===== config.mk =====
export PLATFORM = sky130hd
export DESIGN_NAME = daq_data_port_registers
export DESIGN_NICKNAME = d
export VERILOG_FILES = /design/src/daq_port_pkg.sv /design/src/dac_channel.sv /design/src/daq_data_port_registers.sv
export VERILOG_INCLUDE_DIRS = /design/src
export SDC_FILE = /design/constraint.sdc
export NUM_CORES = 1
export LEC_CHECK = 0
export BUFFER_PORTS_ARGS = -buffer_cell sky130_fd_sc_hd__buf_2
export CORE_MARGIN = 3
export CORE_UTILIZATION = 50
export CTS_CLUSTER_SIZE = 30
export DETAILED_ROUTE_END_ITERATION = 8
export GPL_TIMING_DRIVEN = 0
export PLACE_DENSITY = 0.78
export SKIP_CTS_REPAIR_TIMING = 1
export SYNTH_ARGS = -nofsm -noshare
export SYNTH_HDL_FRONTEND = slang
export SYNTH_SLANG_ARGS = --single-unit
export TNS_END_PERCENT = 5

===== constraint.sdc =====
create_clock -name core_clk -period 1.6 [get_ports core_clk]
set_input_delay 0.08 -clock core_clk [delete_from_list [all_inputs] [get_ports core_clk]]
set_output_delay 0.08 -clock core_clk [all_outputs]
set_load 0.005 [all_outputs]

===== src/daq_port_cfg.svh =====
// constants of the acquisition card data port registers
// Contract
// (RL1) read of offset 4 returns result bits 7..0
// (RL2) read of offset 5 returns result 11..8, busy flag bit 4, zeros above
// (RL3) busy flag is one while result invalid, zero when ready
// (RL4) busy flag clears when a conversion finishes
// (RL5) write offset 4 loads channel one low byte; offset 5 loads high nibble
// (RL6) offsets 6 and 7 load channel two code, same layout
// (RL7) low byte is staged; output latch changes only on high-nibble write
// (RL8) high-nibble write moves nibble plus staged low byte into latch at once
// (RL9) host writes low byte before high nibble
// (RL10) each output latch drives its converter code
// (RL11) read offset 6 gives input lines 7..0, offset 7 lines 15..8
// (RL12) decode sixteen locations from switch-selected base only
// (RL13) reads and writes at one offset reach different registers
`ifndef DAQ_PORT_CFG_SVH
`define DAQ_PORT_CFG_SVH
`define OFS_ADC_LOW 4'h4
`define OFS_ADC_HIGH 4'h5
`define OFS_DAC_ONE_LOW 4'h4
`define OFS_DAC_ONE_HIGH 4'h5
`define OFS_DAC_TWO_LOW 4'h6
`define OFS_DAC_TWO_HIGH 4'h7
`define OFS_DIN_LOW 4'h6
`define OFS_DIN_HIGH 4'h7
`define BUSY_BIT 4
`define DAC_RESET 12'h000
`define STAGE_RESET 8'h00
`define RESULT_RESET 12'h000
`define BUSY_RESET 1'b0
`define RDATA_RESET 8'h00
`endif


===== src/daq_port_pkg.sv =====
// types of the acquisition card data port registers
package daq_port_pkg;
  typedef logic [7:0] byte_type;
  typedef logic [11:0] code_type;
  typedef logic [15:0] din_type;
  typedef logic [3:0] offset_type;
  typedef logic [5:0] base_type;
endpackage : daq_port_pkg


===== src/dac_channel.sv =====
// one double-buffered output channel
`timescale 1ns/1ps
`include "daq_port_cfg.svh"
module dac_channel
(
  // clock and reset
  input wire logic core_clk,
  input wire logic rstn,
  // write strobes
  input wire logic low_we,
  input wire logic high_we,
  input wire daq_port_pkg::byte_type wdata,
  // converter code
  output daq_port_pkg::code_type code
);
  import daq_port_pkg::*;
  byte_type stage_q;
  byte_type stage_d;
  code_type latch_q;
  code_type latch_d;

  always_comb
  begin
    stage_d = stage_q;
    latch_d = latch_q;
    if (low_we)
    begin
      stage_d = wdata; // RL7
    end
    if (high_we)
    begin
      latch_d = {wdata[3:0], stage_q}; // RL8
    end
  end

  always_ff @(posedge core_clk or negedge rstn)
  begin
    if (!rstn)
    begin
      stage_q <= `STAGE_RESET;
      latch_q <= `DAC_RESET;
    end
    else
    begin
      stage_q <= stage_d;
      latch_q <= latch_d;
    end
  end

  assign code = latch_q; // RL10
endmodule : dac_channel


===== src/daq_data_port_registers.sv =====
// host data registers: converter result, output latches, input port
`timescale 1ns/1ps
`include "daq_port_cfg.svh"
module daq_data_port_registers
(
  // clock and reset
  input wire logic core_clk,
  input wire logic rstn,
  // host io bus
  input wire logic [9:0] io_addr,
  input wire logic io_rd,
  input wire logic io_wr,
  input wire daq_port_pkg::byte_type io_wdata,
  output daq_port_pkg::byte_type io_rdata,
  output logic io_rvalid,
  // base switch
  input wire daq_port_pkg::base_type base_sel,
  // converter side
  input wire logic conv_start,
  input wire logic conv_done,
  input wire daq_port_pkg::code_type conv_result,
  // outputs and inputs
  output daq_port_pkg::code_type dac_one_code,
  output daq_port_pkg::code_type dac_two_code,
  input wire daq_port_pkg::din_type din_lines
);
  import daq_port_pkg::*;

  // ----------------------------
  // address decode
  // ----------------------------
  logic hit;
  offset_type ofs;
  logic rd_hit;
  logic wr_hit;
  // only the six upper address bits pick the card
  assign hit = (io_addr[9:4] == base_sel); // RL12
  assign ofs = io_addr[3:0];
  assign rd_hit = hit && io_rd; // RL12
  assign wr_hit = hit && io_wr; // RL12

  // ----------------------------
  // write strobes
  // ----------------------------
  logic one_low_we;
  logic one_high_we;
  logic two_low_we;
  logic two_high_we;

  // writes reach only the staging and latch side
  always_comb
  begin
    one_low_we = 1'b0;
    one_high_we = 1'b0;
    two_low_we = 1'b0;
    two_high_we = 1'b0;
    if (wr_hit)
    begin
      case (ofs)
        `OFS_DAC_ONE_LOW:
        begin
          one_low_we = 1'b1; // RL5 RL13
        end
        `OFS_DAC_ONE_HIGH:
        begin
          one_high_we = 1'b1; // RL5
        end
        `OFS_DAC_TWO_LOW:
        begin
          two_low_we = 1'b1; // RL6
        end
        `OFS_DAC_TWO_HIGH:
        begin
          two_high_we = 1'b1; // RL6
        end
        default:
        begin
          one_low_we = 1'b0;
        end
      endcase
    end
  end

  // ----------------------------
  // conversion result
  // ----------------------------
  code_type result_q;
  code_type result_d;

  // result lines are only meaningful while done is high
  always_comb
  begin
    result_d = result_q;
    if (conv_done)
    begin
      result_d = conv_result; // RL4
    end
  end

  always_ff @(posedge core_clk or negedge rstn)
  begin
    if (!rstn)
    begin
      result_q <= `RESULT_RESET;
    end
    else
    begin
      result_q <= result_d;
    end
  end

  // ----------------------------
  // busy flag
  // ----------------------------
  logic busy_q;
  logic busy_d;

  always_comb
  begin
    busy_d = busy_q;
    if (conv_done)
    begin
      busy_d = 1'b0; // RL4
    end
    // a start in the same cycle opens a new conversion, so it wins
    if (conv_start)
    begin
      busy_d = 1'b1; // RL3
    end
  end

  always_ff @(posedge core_clk or negedge rstn)
  begin
    if (!rstn)
    begin
      busy_q <= `BUSY_RESET;
    end
    else
    begin
      busy_q <= busy_d;
    end
  end

  // ----------------------------
  // read data
  // ----------------------------
  byte_type rdata_d;
  byte_type rdata_q;
  logic rvalid_d;
  logic rvalid_q;

  // reads reach only the result, the busy flag and the input port
  always_comb
  begin
    rdata_d = 8'h00;
    rvalid_d = rd_hit; // RL12
    if (rd_hit)
    begin
      case (ofs)
        `OFS_ADC_LOW:
        begin
          rdata_d = result_q[7:0]; // RL1 RL13
        end
        `OFS_ADC_HIGH:
        begin
          rdata_d = {4'h0, result_q[11:8]}; // RL2
          rdata_d[`BUSY_BIT] = busy_q; // RL2 RL3
        end
        `OFS_DIN_LOW:
        begin
          rdata_d = din_lines[7:0]; // RL11
        end
        `OFS_DIN_HIGH:
        begin
          rdata_d = din_lines[15:8]; // RL11
        end
        // other offsets in the window still answer, with zero
        default:
        begin
          rdata_d = 8'h00;
        end
      endcase
    end
  end

  always_ff @(posedge core_clk or negedge rstn)
  begin
    if (!rstn)
    begin
      rdata_q <= `RDATA_RESET;
      rvalid_q <= 1'b0;
    end
    else
    begin
      rdata_q <= rdata_d;
      rvalid_q <= rvalid_d;
    end
  end

  assign io_rdata = rdata_q;
  assign io_rvalid = rvalid_q;

  // ----------------------------
  // output channels
  // ----------------------------
  dac_channel u_one
  (
    .core_clk(core_clk),
    .rstn(rstn),
    .low_we(one_low_we),
    .high_we(one_high_we),
    .wdata(io_wdata),
    .code(dac_one_code)
  );

  dac_channel u_two
  (
    .core_clk(core_clk),
    .rstn(rstn),
    .low_we(two_low_we),
    .high_we(two_high_we),
    .wdata(io_wdata),
    .code(dac_two_code)
  );
endmodule : daq_data_port_registers


==> impl_metrics.tcl, run 1 <==
set metrics [dict create \
    cts_buffers 9 \
    dr_wl_met3_um 278 \
    final_nets 338 \
    yosysUniqueCellTypes 26 \
    antenna_cells 0 \
    hold_violations 0 \
    setup_viol 0 \
    core_area_um2 4940 \
    setup_slack_ns 0.225 \
    r2r-start "result_q[4]$_DFFE_PN0P_" \
    grt_pass1_wl_um 8510 \
    synthMuxAreaShare_pct 27.5 \
    insertion_delay_ns 0.32 \
    drt-met1-wl_um 2330 \
    worstHoldStart "conv_result[0]" \
    critPathLaunch "io_addr[1]" \
    cts-htree-levels 3 \
    area_growth_pct 33.2 \
    intPower_mw 2.37 \
    dp_cells 319 \
    cts_root_buffer "clkbuf_8" \
    synth_top_family_by_area "multiplexers" \
    synthCells 162 \
    drv_slew 0 \
    rsz0062_at_grt "no" \
    period_minus_slack_ns 1.37 \
    p_switching_mw 0.782 \
    grt_max_degree 63 \
    relSlewSlack_pct 49.4 \
    yosysSeqAreaShare_pct 58.2 \
    numClockSinks 62 \
    fin_skew_ns 0.00646 \
    pwr-share-seq_pct 52.0 \
    core.rowCount 25 \
    cp_slowest_cell "nor3_4" \
    n_fill_cell 346 \
    crit_chain "buf_2 -> nor2_1 -> nand3_1 -> nor3_4 -> mux2_2" \
    status "finished clean" \
    crit_path_max_incr_delay_ns 0.43 \
    via_per_inst 4.88 \
    fp.dieH_um 79.0 \
    p_per_area_nw_per_um2 887 \
    tightest_slew_ns 0.759 \
    wire_per_inst_um 15.2 \
    switching_share_pct 24.9 \
    end_kind "flip-flop" \
    power.share.clock_pct 37.8 \
    cts_max_path_buffers 2 \
    portBuffers 90 \
    cts_tree "built" \
    grt_pass1_vias 1779 \
    path_max_fanout 12 \
    critPathArrivalTime_ns 1.58 \
    holdWs_ns 0.000122 \
    syn_area_um2 2670 \
    gr-usage-all-layers_pct 18.1 \
    pwr-share-comb_pct 10.2 \
    ant_nets 0 \
    instances_no_fill 352 \
    pre_cts_ws_ns -0.217 \
    drc 0 \
    drtIter0Drc 85 \
    die_area_um2 6240 \
    synth_xor_area_share_pct 3.10 \
    crit_path_start_kind "input pin" \
    synth-adder-area-share_pct 0 \
    top_layer_used "met4" \
    fmax_mhz 727 \
    die_width_um 79.0 \
    vias 1719 \
    placed_area_um2 3200 \
    hpwl_um 3740 \
    grt-ovfl-total 0 \
    postSynthAreaPerCell_um2 16.5 \
    firstDrtPassIters 4 \
    synthesis.nets 220 \
    power_mw 3.15 \
    hold_class "input pin to flip-flop" \
    max-cap-violations 0 \
    finalCritPeriodShare_pct 85.9 \
    synth_compound_area_share_pct 1.13 \
    drive_above_1_share_pct 66.0 \
    wl_met2_um 2670 \
    clk_pin_slew_worst_paths_ns 0.07 \
    ys_seq_elements 62 \
    yosys.area_share.simple_pct 8.36 \
    initial_core_util_pct 53.9 \
    power.static_leakage_nw 1.86 \
    io_pins 91 \
    place.gp.congestion 0.746 \
    yosys_warnings 0 \
    wl_um 5350 \
    design_area_um2 3550 \
    crit_required_ns 1.81 \
    ir_drop_mv 0.657 \
    crit_type "input pin to flip-flop" \
    antenna_found_initial 0 \
]
layer usage:
metal  GRT usage, %  up-vias
met5              0        -
met3           4.65        8
met4           6.70        0
met2           28.1       48
li1               -      818
met1           24.6      845
synth_stat cells:
library cell	n	share of area, %
mux4_2	5	4.2
nor3_4	2	1.2
mux2_2	55	23
nor2b_4	5	2.6
dfrtp_1	62	58
a21o_1	1	0.28
nor3_2	2	0.75
nand4_1	1	0.23
clkbuf_1	1	0.14
xnor2_2	4	2.4
nor3_1	1	0.19
buf_6	1	0.42
inv_1	2	0.28
nand4b_1	2	0.66
nand4_4	1	0.80
xnor2_1	2	0.66
buf_1	1	0.14
nor2b_1	1	0.23
buf_2	1	0.19
nand2_1	1	0.14
or4b_4	1	0.52
a22oi_1	3	0.85
buf_4	2	0.56
nor2_2	3	0.70
nand3_1	1	0.19
nor2_1	1	0.14
power by group through the flow:
| stage | logic [mW] | registers (mW) | clock network, mW |
|---|---|---|---|
| 2_1_floorplan | 0.154 | 1.66 | 0 |
| 3_3_place_gp | 0.285 | 1.66 | 0 |
| 3_5_place_dp | 0.292 | 1.67 | 0 |
| 4_1_cts | 0.293 | 1.64 | 1.22 |
| 5_1_grt | 0.353 | 1.64 | 1.30 |
| 6_report | 0.322 | 1.64 | 1.19 |
stage by stage:
stage / setup TNS, ns / utilization (%)
floorplan: 0 / -
global route: 0 / 71.8
CTS: 0 / 68.2
global placement: -3.39 / 64.7
finish: 0 / 71.8
detailed placement: -4.78 / 64.7
final cells by class:
type	count	area (µm²)	area share (%)
Sequential cell	62	1550	43.7
Multi-Input combinational cell	92	1070	30.1
Buffer	5	35.0	0.987
Clock buffer	9	124	3.49
Timing Repair Buffer	108	633	17.8
Tap cell	67	83.8	2.36
Clock inverter	7	48.8	1.37
Inverter	2	7.51	0.211
cell families after synthesis:
family                    after synthesis
AOI/OAI and AO/OA                       4
xor gates and xnor gates                6
buffers and inverters                   8
DFF                                    62
muxes                                  60
and+or+nand+nor                        22
final timing paths:
path | to | slack [ns] | depth (start not counted)
hold reg to reg | u_two.stage_q[3]$_DFFE_PN0P_ | 0.50 | 1
setup reg to reg | io_rdata[4]$_DFF_PN0_ | 0.52 | 2
setup / recovery | u_one.stage_q[3]$_DFFE_PN0P_ | 0.23 | 5
min in group asynchronous | result_q[6]$_DFFE_PN0P_ | 0.36 | 2
max in group asynchronous | result_q[1]$_DFFE_PN0P_ | 0.73 | 2
hold / removal | result_q[0]$_DFFE_PN0P_ | 0.0001 | 2
critical path, delay by kind of cell:
kind                   cells  cell delay (ns)
buffers and inverters      1             0.20
multiplexers               1             0.40
AND/OR/NAND/NOR            3             0.91
flip-flops by register name, summed over array words and instances, names as in the netlist:
register / flops
io_rvalid: 1
u_one.code: 12
u_one.stage_q: 8
busy_q: 1
u_two.code: 12
u_two.stage_q: 8
result_q: 12
io_rdata: 8
layout by cell type (no fill, tap or decap), types with 2 or more instances in the layout:
cell type | netlist | routed
buf_2 | 1 | 90
dfrtp_1 | 62 | 62
mux2_2 | 55 | 55
dlygate4sd3_1 | 0 | 18
clkbuf_8 | 0 | 9
mux4_2 | 5 | 5
nor2b_4 | 5 | 5
xnor2_2 | 4 | 4
a22oi_1 | 3 | 3
nor2_2 | 3 | 3
buf_4 | 2 | 3
clkinv_2 | 0 | 3
inv_1 | 2 | 2
xnor2_1 | 2 | 2
nor3_2 | 2 | 2
nand4b_1 | 2 | 2
nor3_4 | 2 | 2
inv_6 | 0 | 2
(Power assumes the default switching activity.)
==> run 2, diff against run 1 <==
Settings changed: CELL_PAD_IN_SITES_DETAIL_PLACEMENT from default to 0, CELL_PAD_IN_SITES_GLOBAL_PLACEMENT from default to 2, CORE_UTILIZATION 50 to 36, PLACE_DENSITY 0.78 to 0.82.
==> impl_metrics.tcl, run 2 (synthesis results as in run 1) <==
set metrics [dict create \
    status "finished with violations" \
    violations "hold timing" \
    worst_hold_path.endpoint "io_rvalid$_DFF_PN0_" \
    crit_path_start_kind "input pin" \
    fin_setup_tns_ns 0 \
    hpwl_um 3960 \
    path_max_fanout 10 \
    n_fill_cell 644 \
    multiInputGateArea_um2 1070 \
    grt_pass1_vias 1799 \
    cp_top_family "buffers and inverters" \
    setup_slack_ns 0.159 \
    cts_max_path_buffers 2 \
    crit_path_max_incr_delay_ns 0.42 \
    relSlewSlack_pct 48.5 \
    worst_r2r_path_depth 2 \
    via_per_inst 4.55 \
    fmax_mhz 694 \
    hold_class "input pin to flip-flop" \
    holdWs_ns -0.00317 \
    end_kind "flip-flop" \
    grt-ovfl-total 0 \
    max-cap-violations 0 \
    numClockSinks 62 \
    core_area_um2 6980 \
    design_area_um2 3530 \
    cts-htree-levels 3 \
    drtIter0Drc 34 \
    fin_skew_ns 0.00486 \
    cts_buffers 9 \
    vias 1715 \
    layout_common_cells "buf_2 (90), dfrtp_1 (62), mux2_2 (55)" \
    power.static_leakage_nw 1.84 \
    final_nets 334 \
    grt_pass1_wl_um 9110 \
    insertion_delay_ns 0.31 \
    tightest_slew_ns 0.773 \
    whs_path_depth 3 \
    rsz0062_at_grt "no" \
    cp_slowest_cell "clkbuf_1" \
    io_pins 91 \
    layout_commonest_cell "buf_2" \
    placed_area_um2 3240 \
    hold_violations 1 \
    worstHoldStart "io_rd" \
    crit_chain "buf_2 -> clkbuf_1 -> nand4_1 -> nor3_2 -> buf_4 -> mux2_2" \
    grt_max_degree 63 \
    gr-usage-all-layers_pct 13.7 \
    crit_required_ns 1.81 \
    die_width_um 92.0 \
    drive_above_1_share_pct 65.8 \
    r2r_slack_ns 0.51 \
    crit_buf_inv 3 \
    regToRegEndpoint "io_rdata[0]$_DFF_PN0_" \
    power_mw 3.06 \
    wire_per_inst_um 14.9 \
    antenna_cells 0 \
    antenna_found_initial 0 \
    ant_nets 0 \
    r2r-start "result_q[0]$_DFFE_PN0P_" \
    cts_tree "built" \
    fp.dieH_um 92.0 \
    firstDrtPassIters 4 \
    critPathArrivalTime_ns 1.65 \
    drc 0 \
    crit_type "input pin to flip-flop" \
    die_area_um2 8470 \
    seqCellArea_um2 1550 \
    core.rowCount 30 \
    ir_drop_mv 0.457 \
    place.gp.congestion 0.745 \
    period_minus_slack_ns 1.44 \
    pre_cts_ws_ns -0.200 \
    clk_pin_slew_worst_paths_ns 0.07 \
    initial_core_util_pct 38.2 \
    portBuffers 90 \
    setup_viol 0 \
    cts_root_buffer "clkbuf_8" \
    finalCritPeriodShare_pct 90.1 \
    drv_slew 0 \
    wl_um 5610 \
    area_growth_pct 32.3 \
    p_per_area_nw_per_um2 869 \
]
[run 2: layer usage]
| layer | track usage (%) | vias up | part of all wire [%] |
|---|---|---|---|
| met5 | 0 | - | 0 |
| met4 | 4.08 | 0 | 0.57 |
| met3 | 4.84 | 3 | 7.1 |
| met2 | 22.0 | 60 | 48 |
| met1 | 17.4 | 840 | 45 |
| li1 | - | 812 | - |
[run 2: worst max-delay path by stage]
stage / from / to / slack, ns / cells after the start
finish: io_addr[1] / u_two.code[6]$_DFFE_PN0P_ / 0.16 / 6
global route: io_addr[1] / u_two.stage_q[3]$_DFFE_PN0P_ / 0.05 / 5
CTS: io_addr[1] / u_two.stage_q[0]$_DFFE_PN0P_ / 0.12 / 5
detailed placement: io_addr[1] / u_two.code[10]$_DFFE_PN0P_ / -0.20 / 6
global placement: io_addr[1] / u_two.code[2]$_DFFE_PN0P_ / -0.17 / 6
floorplan: base_sel[2] / u_one.code[10]$_DFFE_PN0P_ / 0.22 / 5
[run 2: worst min-delay path: cells and delay by family]
kind	cells	cell delay, ns
buffers and inverters	2	0.16
and+or+nand+nor	1	0.05
[run 2: final cells by class]
cell class / count / area share [%]
clock buffer: 12 / 3.83
buffer: 6 / 1.10
multi-input combinational: 92 / 30.3
clock inverter: 4 / 0.674
timing repair buffer: 103 / 16.5
inverter: 2 / 0.213
tap: 96 / 3.41
sequential: 62 / 44.0
[run 2: metrics by stage]
step | hold slack (ns) | std cells | utilization [%]
floorplan | -0.216 | 162 | -
finish | -0.00317 | 377 | 50.5
CTS | -0.0639 | 364 | 48.6
global route | 0.000821 | 377 | 50.5
global placement | 0.280 | 348 | 46.3
detailed placement | 0.277 | 348 | 46.3
[run 2: report_power, final]
part	total, mW	internal (mW)	switching (mW)	leakage (nW)
clock network	1.11	0.558	0.556	0.0841
registers	1.64	1.61	0.0233	0.835
logic	0.314	0.179	0.134	0.919
total	3.06	2.35	0.713	1.84
